**src/include/rpcf_consts.vh**
```
// What this block does
// Set reset-done flag when 10 ms reset ends
// Writing 1 clears a flag, 0 leaves it
// Set overcurrent-change flag on indicator change
// Set resume-done flag after full resume sequence
// Reset-done flag setting clears resume-done flag
// Only hardware enable clearing sets enable-change
// Connect or disconnect event sets connect-change
// Command while disconnected sets connect-change
// Driver write effects wait for transaction end
// Driver writes zero to reserved bits
// Each port keeps its own flags
`ifndef RPCF_CONSTS_VH
`define RPCF_CONSTS_VH

// Register indices; the byte address is four times the index.
`define RPCF_RD_IDX_P1 8'h15
`define RPCF_RD_IDX_P2 8'h16
`define RPCF_WR_IDX_P1 8'h95
`define RPCF_WR_IDX_P2 8'h96

// Field positions in the port register.
`define RPCF_BIT_CONNECTED 0
`define RPCF_BIT_ENABLED 1
`define RPCF_BIT_SUSPEND_CMD 2
`define RPCF_BIT_OVERCURRENT 3
`define RPCF_BIT_RESET_CMD 4
`define RPCF_BIT_ENABLE_CMD 1
`define RPCF_FLAG_LO 16
`define RPCF_FLAG_HI 20
`define RPCF_BIT_CONNECT_CHG 16
`define RPCF_BIT_ENABLE_CHG 17
`define RPCF_BIT_RESUME_DONE 18
`define RPCF_BIT_OC_CHG 19
`define RPCF_BIT_RESET_DONE 20

// Reset values.
`define RPCF_FLAGS_RESET 5'h00
`define RPCF_WORD_RESET 32'h00000000

// Timing at the 100 MHz reference clock.
`define RPCF_CLK_KHZ 100000
`define RPCF_RESET_TIME_MS 10
`define RPCF_RESYNC_TIME_MS 3
// Cycle counts are written at the 20-bit timer width, so that no
// integer product is cut silently where it meets a parameter.
// Reset signalling: 10 ms times 100000 cycles per ms.
`define RPCF_RESET_CYCLES 20'hf4240
// Resync delay: 3 ms times 100000 cycles per ms.
`define RPCF_RESYNC_CYCLES 20'h493e0

`endif

```
**src/logic/rpcf_timer.v**
```verilog
`include "rpcf_consts.vh"

// One-shot interval timer: active for CYCLES cycles, then done for one.
module rpcf_timer #(
    parameter [19:0] CYCLES = 20'h00001
)
(
    input wire ref_clk,
    input wire reset,
    input wire start,
    input wire cancel,
    output reg active,
    output reg done
);

reg [19:0] count;

////////////////////////////////////////////////////////////////////////
// A start while running is ignored so the interval cannot stretch.
always @(posedge ref_clk or posedge reset)
begin
    if (reset)
    begin
        active <= 1'b0;
        done <= 1'b0;
        count <= 20'h00000;
    end
    else
    begin
        done <= 1'b0;
        if (cancel)
        begin
            active <= 1'b0;
            count <= 20'h00000;
        end
        else if (start && !active)
        begin
            active <= 1'b1;
            count <= 20'h00000;
        end
        else if (active)
        begin
            if (count == CYCLES - 20'h00001)
            begin
                active <= 1'b0;
                done <= 1'b1;
            end
            else
            begin
                count <= count + 20'h00001;
            end
        end
    end
end

endmodule

```
**src/logic/rpcf_top.v**
```verilog
// The register offsets and the APB slave port were chosen for this implementation.
`include "rpcf_consts.vh"

// Change-flag half of the two root port status registers, on APB.
module rpcf_top #(
    parameter [19:0] RESET_CYCLES = `RPCF_RESET_CYCLES,
    parameter [19:0] RESYNC_CYCLES = `RPCF_RESYNC_CYCLES
)
(
    input wire ref_clk,
    input wire reset,
    input wire psel,
    input wire penable,
    input wire pwrite,
    input wire [11:0] paddr,
    input wire [31:0] pwdata,
    output reg [31:0] prdata,
    output reg pready,
    output reg pslverr,
    input wire txn_busy,
    input wire [1:0] port_connected,
    input wire [1:0] port_enabled,
    input wire [1:0] port_overcurrent,
    input wire [1:0] oc_change,
    input wire [1:0] resume_end,
    input wire [1:0] enable_hw_clear,
    input wire [1:0] connect_event,
    output wire [1:0] port_reset_cmd,
    output wire [1:0] port_enable_cmd,
    output wire [1:0] port_suspend_cmd,
    output wire [1:0] port_reset_drive,
    output wire [1:0] port_resync_active
);

// Flag positions inside the five-bit change field.
localparam FI_CONNECT = `RPCF_BIT_CONNECT_CHG - `RPCF_FLAG_LO;
localparam FI_ENABLE = `RPCF_BIT_ENABLE_CHG - `RPCF_FLAG_LO;
localparam FI_RESUME = `RPCF_BIT_RESUME_DONE - `RPCF_FLAG_LO;
localparam FI_OC = `RPCF_BIT_OC_CHG - `RPCF_FLAG_LO;
localparam FI_RESET = `RPCF_BIT_RESET_DONE - `RPCF_FLAG_LO;

// Byte addresses built from the register indices.
localparam [11:0] RD_ADDR_P1 = {2'b00, `RPCF_RD_IDX_P1, 2'b00};
localparam [11:0] RD_ADDR_P2 = {2'b00, `RPCF_RD_IDX_P2, 2'b00};
localparam [11:0] WR_ADDR_P1 = {2'b00, `RPCF_WR_IDX_P1, 2'b00};
localparam [11:0] WR_ADDR_P2 = {2'b00, `RPCF_WR_IDX_P2, 2'b00};

wire [63:0] status_word;
wire [1:0] pend_busy;
wire [1:0] rd_hit;
wire [1:0] wr_hit;
wire access;
wire done;
wire stall;

////////////////////////////////////////////////////////////////////////
// Address decode. Reads and writes use separate indices per port.
assign rd_hit[0] = !pwrite && (paddr == RD_ADDR_P1);
assign rd_hit[1] = !pwrite && (paddr == RD_ADDR_P2);
assign wr_hit[0] = pwrite && (paddr == WR_ADDR_P1);
assign wr_hit[1] = pwrite && (paddr == WR_ADDR_P2);
assign access = psel && penable && !pready;
assign done = psel && penable && pready;
// A second write to a port whose previous one still waits is held off.
assign stall = (wr_hit[0] && pend_busy[0]) || (wr_hit[1] && pend_busy[1]);

////////////////////////////////////////////////////////////////////////
// APB answer: pready rises one cycle into the access phase.
always @(posedge ref_clk or posedge reset)
begin
    if (reset)
    begin
        pready <= 1'b0;
        pslverr <= 1'b0;
        prdata <= `RPCF_WORD_RESET;
    end
    else if (pready)
    begin
        pready <= 1'b0;
        pslverr <= 1'b0;
        prdata <= `RPCF_WORD_RESET;
    end
    else if (access && !stall)
    begin
        pready <= 1'b1;
        if (rd_hit[0])
        begin
            prdata <= status_word[31:0];
            pslverr <= 1'b0;
        end
        else if (rd_hit[1])
        begin
            prdata <= status_word[63:32];
            pslverr <= 1'b0;
        end
        else if (wr_hit[0] || wr_hit[1])
        begin
            prdata <= `RPCF_WORD_RESET;
            pslverr <= 1'b0;
        end
        else
        begin
            // Unmapped address or wrong direction for the index.
            prdata <= `RPCF_WORD_RESET;
            pslverr <= 1'b1;
        end
    end
end

////////////////////////////////////////////////////////////////////////
// Per-port logic; each copy has its own state and sees only its inputs.
genvar i;
generate
    for (i = 0; i < 2; i = i + 1)
    begin : port_blk
        reg pend_valid;
        reg [31:0] pend_data;
        reg wr_apply;
        reg [31:0] wr_word;
        reg [4:0] flags;
        reg [4:0] next_flags;
        reg [4:0] clear_bits;
        reg [4:0] set_bits;
        reg reset_cmd;
        reg enable_cmd;
        reg suspend_cmd;
        wire cmd_any;
        wire cmd_ok;
        wire reset_start;
        wire reset_active;
        wire reset_done;
        wire resync_active;
        wire resync_done;

        assign pend_busy[i] = pend_valid || wr_apply;

        // The write is parked and applied only between transactions.
        always @(posedge ref_clk or posedge reset)
        begin
            if (reset)
            begin
                pend_valid <= 1'b0;
                pend_data <= `RPCF_WORD_RESET;
                wr_apply <= 1'b0;
                wr_word <= `RPCF_WORD_RESET;
            end
            else
            begin
                wr_apply <= pend_valid && !txn_busy;
                if (pend_valid && !txn_busy)
                begin
                    wr_word <= pend_data;
                end
                if (done && wr_hit[i])
                begin
                    pend_valid <= 1'b1;
                    pend_data <= pwdata;
                end
                else if (!txn_busy)
                begin
                    pend_valid <= 1'b0;
                end
            end
        end

        // Commands are refused while nothing is attached.
        assign cmd_any = wr_apply && (wr_word[`RPCF_BIT_RESET_CMD]
            || wr_word[`RPCF_BIT_ENABLE_CMD]
            || wr_word[`RPCF_BIT_SUSPEND_CMD]);
        assign cmd_ok = cmd_any && port_connected[i];
        assign reset_start = cmd_ok && wr_word[`RPCF_BIT_RESET_CMD];

        // Registered command pulses toward the port signalling logic.
        always @(posedge ref_clk or posedge reset)
        begin
            if (reset)
            begin
                reset_cmd <= 1'b0;
                enable_cmd <= 1'b0;
                suspend_cmd <= 1'b0;
            end
            else
            begin
                reset_cmd <= reset_start;
                enable_cmd <= cmd_ok && wr_word[`RPCF_BIT_ENABLE_CMD];
                suspend_cmd <= cmd_ok && wr_word[`RPCF_BIT_SUSPEND_CMD];
            end
        end

        // Times the reset signalling on the port.
        rpcf_timer #(
            .CYCLES(RESET_CYCLES)
        )
        reset_timer (
            .ref_clk(ref_clk),
            .reset(reset),
            .start(reset_start),
            .cancel(1'b0),
            .active(reset_active),
            .done(reset_done)
        );

        // Resync delay after the low-speed end of packet; a port reset
        // aborts it, since the resume no longer means anything.
        rpcf_timer #(
            .CYCLES(RESYNC_CYCLES)
        )
        resync_timer (
            .ref_clk(ref_clk),
            .reset(reset),
            .start(resume_end[i]),
            .cancel(reset_start || reset_active),
            .active(resync_active),
            .done(resync_done)
        );

        // Set terms win over a written clear in the same cycle; reset_done clearing the resume flag beats its set term.
        always @*
        begin
            clear_bits = 5'h00;
            set_bits = 5'h00;
            if (wr_apply)
            begin
                clear_bits = wr_word[`RPCF_FLAG_HI:`RPCF_FLAG_LO];
            end
            set_bits[FI_RESET] = reset_done;
            set_bits[FI_OC] = oc_change[i];
            set_bits[FI_RESUME] = resync_done;
            // Driver writes never reach this term.
            set_bits[FI_ENABLE] = enable_hw_clear[i];
            set_bits[FI_CONNECT] = connect_event[i]
                || (cmd_any && !port_connected[i]);
            next_flags = (flags & ~clear_bits) | set_bits;
            if (reset_done)
            begin
                next_flags[FI_RESUME] = 1'b0;
            end
        end

        always @(posedge ref_clk or posedge reset)
        begin
            if (reset)
            begin
                flags <= `RPCF_FLAGS_RESET;
            end
            else
            begin
                flags <= next_flags;
            end
        end

        // Read view: change flags above, live port state below.
        assign status_word[i*32 +: 32] = {11'h000, flags, 11'h000,
            reset_active, port_overcurrent[i], 1'b0,
            port_enabled[i], port_connected[i]};
        assign port_reset_cmd[i] = reset_cmd;
        assign port_enable_cmd[i] = enable_cmd;
        assign port_suspend_cmd[i] = suspend_cmd;
        assign port_reset_drive[i] = reset_active;
        assign port_resync_active[i] = resync_active;
    end
endgenerate

endmodule

```
**config.mk**
```make
export PLATFORM = sky130hd
export DESIGN_NAME = rpcf_top
export DESIGN_NICKNAME = d
export VERILOG_FILES = /design/src/logic/rpcf_timer.v /design/src/logic/rpcf_top.v
export VERILOG_INCLUDE_DIRS = /design/src /design/src/include
export SDC_FILE = /design/constraint.sdc
export NUM_CORES = 1
export LEC_CHECK = 0
export ABC_AREA = 1
export BUFFER_PORTS_ARGS = -buffer_cell sky130_fd_sc_hd__clkbuf_2
export CORE_UTILIZATION = 53
export DETAILED_ROUTE_END_ITERATION = 10
export PLACE_DENSITY = 0.77
export SLEW_MARGIN = 10
export SYNTH_ARGS = -nofsm -noshare
export SYNTH_HDL_FRONTEND = slang
export SYNTH_SLANG_ARGS = --single-unit
```
**constraint.sdc**
```tcl
create_clock -name ref_clk -period 5.05 [get_ports ref_clk]
set_input_delay 1.01 -clock ref_clk [delete_from_list [all_inputs] [get_ports ref_clk]]
set_output_delay 1.01 -clock ref_clk [all_outputs]
set_load 0.01 [all_outputs]
```
==> impl_metrics.toml, run 1 <==
[setup_path]
crit_fanout = 21
path_buf_inv = 2
cp.depth = 6
crit_chain = "clkbuf_2, nand3_1, nand2_1, inv_1, nand4_2, o21ai_0"
worstPathArrival_ns = 2.86
reg2reg_from = "port_blk[1].reset_timer.count[0]"
endpoint = "port_blk[1].resync_timer.count[19]"
slowest_delay_ns = 0.54
crit_required_ns = 5.38
r2r_end = "port_blk[1].reset_timer.count[7]"
crit_type = "in2reg"
reg2regPathDepth = 8
critPathCaptureType = "flip-flop"
start_kind = "primary input"
crit_start = "port_connected[1]"
cp_slowest_cell = "inv_1"
r2r_slack_ns = 2.63
cp_top_family = "simple AND/OR/NAND/NOR gates"

[power_and_ir_drop]
powerDensity_mw_per_mm2 = 311
ir_drop_uv = 243
power_leakage_nw = 4.53

[synth]
synth_edf_count = 0
synth.cell_area_mm2 = 0.00853
syn_inst = 1166
syn_avg_cell_area_um2 = 7.31
yosysWarnings = 0
yosys.area.top_type = "dfrtp_1"
ys_top_cells_by_count = "nand2_1, dfrtp_1, nor2_1"
ys_types = 37
synth.top_cell.area_share_pct = 44.3
synth.most_common_cell = "nand2_1"
synthTopCellsByArea = "dfrtp_1, nand2_1, nand3_1, nor2_1, inv_1"
async_reset_ff_share_pct = 100
synth_ff_type = "dfrtp_1"
yosysSeqAreaShare_pct = 44.3
synth_seq_cells = 151

[grt]
antenna_found_initial = 0
track_usage_pct = 23.5
grt_max_degree = 152
overflow = 0
first_global_vias = 6797
grt_pass1_wl_um = 31200

[cts]
path_clk_slew_ns = 0.06
postCtsSetupBuffers = 0
ctsRootBufferMaster = "clkbuf_16"
cts_tree = "done"
cts-buffers-inserted = 17
hold_buffers = 0
cts_resized = 0
cts_buffer_depth = 2
htreeDepth = 4
cts_sinks = 151
clk_latency_ns = 0.43

[routing]
vias_per_cell = 5.22
drt_iter0_markers = 599
vias = 7499
drc = 0
wl_um = 18600
ant_nets = 0
first_pass_iters = 5
wl_per_cell_um = 13.0

[place]
dpl.hpwl_um = 13000
numPortBuffers = 60
gp_congestion = 0.887
dpl_worst_slack_ns = 2.07

[sta]
finalSetupViolCount = 0
min_period_ns = 2.53
worstMarginPinSlew_ns = 0.880
slew_headroom_pct = 41.2
fin_setup_tns_ns = 0
fin_crit_sh_pct = 50.2
skew_ns = 0.0120
rsz0062_at_grt = "no"
max_freq_mhz = 395
fin_ws_ns = 2.52
drv_slew = 0
finalHoldViolCount = 0

[cells_and_area]
antenna_cells = 0
fin_nets = 1275
layout-drive-gt1-share_pct = 9.51
multi_input_area_mm2 = 0.00400
final-seq-area_mm2 = 0.00378
fillers = 1431
syn_to_final_growth_pct = 9.98

[floorplanning]
die_h_um = 129
pin_count = 108
initial_core_util_pct = 54.1
die_x_um = 129
die_area_mm2 = 0.0166
fp.coreArea_mm2 = 0.0158
rows = 46

[outcome]
status = "finished, final reports clean"

[min_path]
min_path_type = "reg2reg"
hold_depth = 1

[flow_run]
cap_violations = 0
report_power, final:
part / switching [mW] / internal, mW / total, mW
sequential: 0.0889 / 1.28 / 1.37
clock: 0.522 / 0.743 / 1.26
combinational: 0.179 / 0.0995 / 0.278
logic make-up (layout without fill, tap and decap cells):
kind of cell / Yosys count / count (layout) / synth area share (%)
simple gates: 702 / 702 / 35.3
buf+inv: 173 / 205 / 9.79
flops: 151 / 151 / 44.3
compound gates: 95 / 95 / 5.88
xor+xnor: 40 / 40 / 4.11
fa+ha+maj: 4 / 4 / 0.587
other cells: 1 / 23 / 0.0440
flip-flops by register name, summed over array words and instances (netlist names), 9 cells and up:
register	count
port_blk.pend_data	16
prdata	9
port_blk.flags	10
port_blk.resync_timer.count	40
port_blk.wr_word	16
port_blk.reset_timer.count	40
stage by stage:
stage | cell area [um2] | power (mW) | cells | hold WS, ns | utilization (%)
after floorplan | 8610 | 1.60 | 1188 | 0.396 | -
after global placement | 8790 | 1.65 | 1404 | 0.417 | 55.7
after detailed placement | 8790 | 1.67 | 1404 | 0.426 | 55.7
after CTS | 9380 | 2.93 | 1436 | 0.436 | 59.5
after global routing | 9380 | 3.03 | 1436 | 0.448 | 59.5
final | 9380 | 2.91 | 1436 | 0.432 | 59.5
cells in the final DEF, fill, tap and decap left out, drive strengths merged, types with 2 or more instances in the layout:
cell / netlist / final
nand3: 112 / 112
o21ai: 80 / 80
clkinv: 1 / 6
and2: 4 / 4
nor2: 149 / 149
xor2: 30 / 30
inv: 111 / 113
nand2: 375 / 375
clkinvlp: 0 / 5
conb: 1 / 23
clkbuf: 10 / 78
dfrtp: 151 / 151
a21o: 5 / 5
a21oi: 7 / 7
and3: 2 / 2
or2: 3 / 3
nand4: 44 / 44
nand3b: 5 / 5
xnor2: 10 / 10
bufinv: 0 / 2
nor3: 6 / 6
ha: 4 / 4
how the worst min path moves through the flow:
stage | slack (ns) | startpoint | endpoint
2_1_floorplan | 0.40 | port_blk[1].reset_timer.done | port_blk[1].flags[2]
3_3_place_gp | 0.42 | port_blk[0].reset_timer.done | port_blk[0].flags[2]
3_5_place_dp | 0.43 | port_blk[0].reset_timer.done | port_blk[0].flags[2]
4_1_cts | 0.44 | port_blk[0].reset_timer.done | port_blk[0].flags[2]
5_1_grt | 0.45 | port_blk[0].reset_timer.done | port_blk[0].flags[2]
6_report | 0.43 | port_blk[0].reset_timer.done | port_blk[0].flags[2]
layout make-up:
class	count	area share, %
inverters	112	4.52
repair buffers	61	3.42
clock inverters	14	1.59
multi-input cells	864	42.6
well taps	216	2.88
flip-flops and latches	151	40.3
clock buffers	18	4.68
layer usage:
metal | routed length, um | GRT usage [%] | up-vias | share of wire [%]
met5 | 0 | 0 | - | 0
li1 | - | - | 3755 | -
met1 | 8650 | 31.8 | 3503 | 46
met2 | 8690 | 37.5 | 209 | 47
met4 | 353 | 8.51 | 0 | 1.9
met3 | 920 | 4.86 | 32 | 4.9
(Power assumes the default switching activity.)
==> inputs of run 2 (changes only) <==
Settings changed: PLACE_DENSITY 0.77 to 0.74.
Clock period 5.05 ns to 2.35 ns, I/O delays scaled along.
==> run 2 against run 1 <==
  * Hold slack got worse by 0.28 ns
  * Routed wire length rose by 1.6%
  * First-iteration DRC count rose by 23%
==> impl_metrics.toml, run 2 (same netlist as run 1, synthesis figures left out) <==
[power_and_ir_drop]
p_int_mw = 4.72
power_leakage_nw = 4.63
powerDensity_mw_per_mm2 = 677
switching_power_mw = 1.72
p_comb_share_pct = 9.6
ir_drop_uv = 586
swShare_pct = 26.7
seq_power_share_pct = 45.7
p_clk_share_pct = 44.7

[grt]
first_global_vias = 6735
grt_pass1_wl_um = 32200
track_usage_pct = 24.6
overflow = 0
antenna_found_initial = 0
grt_max_degree = 86

[floorplanning]
die_x_um = 129
rows = 46
initial_core_util_pct = 54.1
pin_count = 108
die_area_mm2 = 0.0166
fp.coreArea_mm2 = 0.0158
die_h_um = 129

[cts]
postCtsSetupBuffers = 0
ctsRootBufferMaster = "clkbuf_16"
cts_tree = "done"
clk_latency_ns = 0.43
path_clk_slew_ns = 0.06
htreeDepth = 4
cts_resized = 0
cts_sinks = 151
hold_buffers = 0
cts_buffer_depth = 2
cts-buffers-inserted = 17

[sta]
whs_ns = 0.157
finalSetupViolCount = 0
max_freq_mhz = 498
rsz0062_at_grt = "no"
slew_headroom_pct = 52.3
skew_ns = 0.0115
fin_crit_sh_pct = 85.5
drv_slew = 0
worstMarginPinSlew_ns = 0.714
finalHoldViolCount = 0
fin_ws_ns = 0.340
min_period_ns = 2.01

[outcome]
status = "finished, final reports clean"

[setup_path]
crit_required_ns = 2.68
crit_type = "reg2reg"
worstPathArrival_ns = 2.34
start_kind = "flip-flop"
crit_fanout = 10
critPathCaptureType = "flip-flop"

[cells_and_area]
fillers = 1449
layout-drive-gt1-share_pct = 10.5
final_util_pct = 60.4
final_common_cell = "nand2_1"
fin_nets = 1290
final_cell_mix = "nand2_1, dfrtp_1, nor2_1"
antenna_cells = 0
syn_to_final_growth_pct = 11.7
reg_top3 = "port_blk.reset_timer.count: 40 flops, port_blk.resync_timer.count: 40 flops"

[place]
dpl_worst_slack_ns = 0.369
gp_congestion = 0.905
dpl.hpwl_um = 13300
numPortBuffers = 60

[routing]
first_pass_iters = 5
wl_um = 18900
drt_iter0_markers = 737
vias = 7564
ant_nets = 0
vias_per_cell = 5.21
drc = 0
wl_per_cell_um = 13.0

[min_path]
min_path_type = "in2async"

[flow_run]
cap_violations = 0
run 2: cell types whose count changed in the layout (fill, tap and decap cells not counted), sizes merged:
cell,previous run,this run
clkbuf,78,80
inv,113,114
bufinv,2,3
clkinvlp,5,2
clkinv,6,5
buf,1,16
run 2: stage by stage:
step                      power, mW  TNS [ns]  instances  cell area, um2
final                          6.45         0       1451            9520
after global routing           6.72         0       1451            9520
after CTS                      6.48         0       1451            9520
after detailed placement       3.61         0       1419            8900
after global placement         3.58         0       1419            8900
after floorplan                3.45     -3.47       1188            8610
run 2: layout make-up:
class / count / area (um2) / area share, %
tap: 216 / 270 / 2.84
clock buffer: 20 / 457 / 4.80
clock inverter: 12 / 164 / 1.72
timing repair buffer: 76 / 433 / 4.55
multi-input combinational: 864 / 4000 / 42.0
inverter: 112 / 424 / 4.45
sequential: 151 / 3780 / 39.7
run 2: power groups by stage:
| stage | clock network (mW) | logic (mW) | registers (mW) |
|---|---|---|---|
| floorplan | 0 | 0.507 | 2.94 |
| global placement | 0 | 0.601 | 2.98 |
| detailed placement | 0 | 0.621 | 2.99 |
| CTS | 2.91 | 0.627 | 2.94 |
| global route | 3.02 | 0.718 | 2.98 |
| finish | 2.88 | 0.619 | 2.95 |
run 2: path summary, 6_finish.rpt:
path                                              startpoint                                end  slack (ns)  cells past startpoint
setup / recovery           port_blk[1].resync_timer.count[0]  port_blk[1].resync_timer.count[7]        0.34                      8
hold / removal                                         reset   port_blk[0].reset_timer.count[0]        0.16                      3
setup reg to reg           port_blk[1].resync_timer.count[0]  port_blk[1].resync_timer.count[7]        0.34                      8
hold reg to reg                 port_blk[0].reset_timer.done               port_blk[0].flags[2]        0.43                      1
max in group asynchronous                              reset  port_blk[0].resync_timer.count[9]        1.71                      3
min in group ref_clk                      enable_hw_clear[1]               port_blk[1].flags[1]        0.22                      2
run 2: metal layers:
layer  global-route usage (%)  vias up  wire length (um)  share of wire, %
li1                         -     3781                 -                 -
met3                     3.78       20               855               4.5
met4                     8.17        0               243               1.3
met2                     39.0      208              8960                47
met5                        0        -                 0                 0
met1                     34.5     3555              8840                47
run 2: critical path, cell delays in order, from the launching register on:
cell,delay [ns]
dfrtp_1,0.43
ha_1,0.33
nand2_1,0.11
nor2_1,0.17
nand3_1,0.14
o21bai_2,0.32
buf_4,0.24
nand3_1,0.07
o21ai_0,0.10
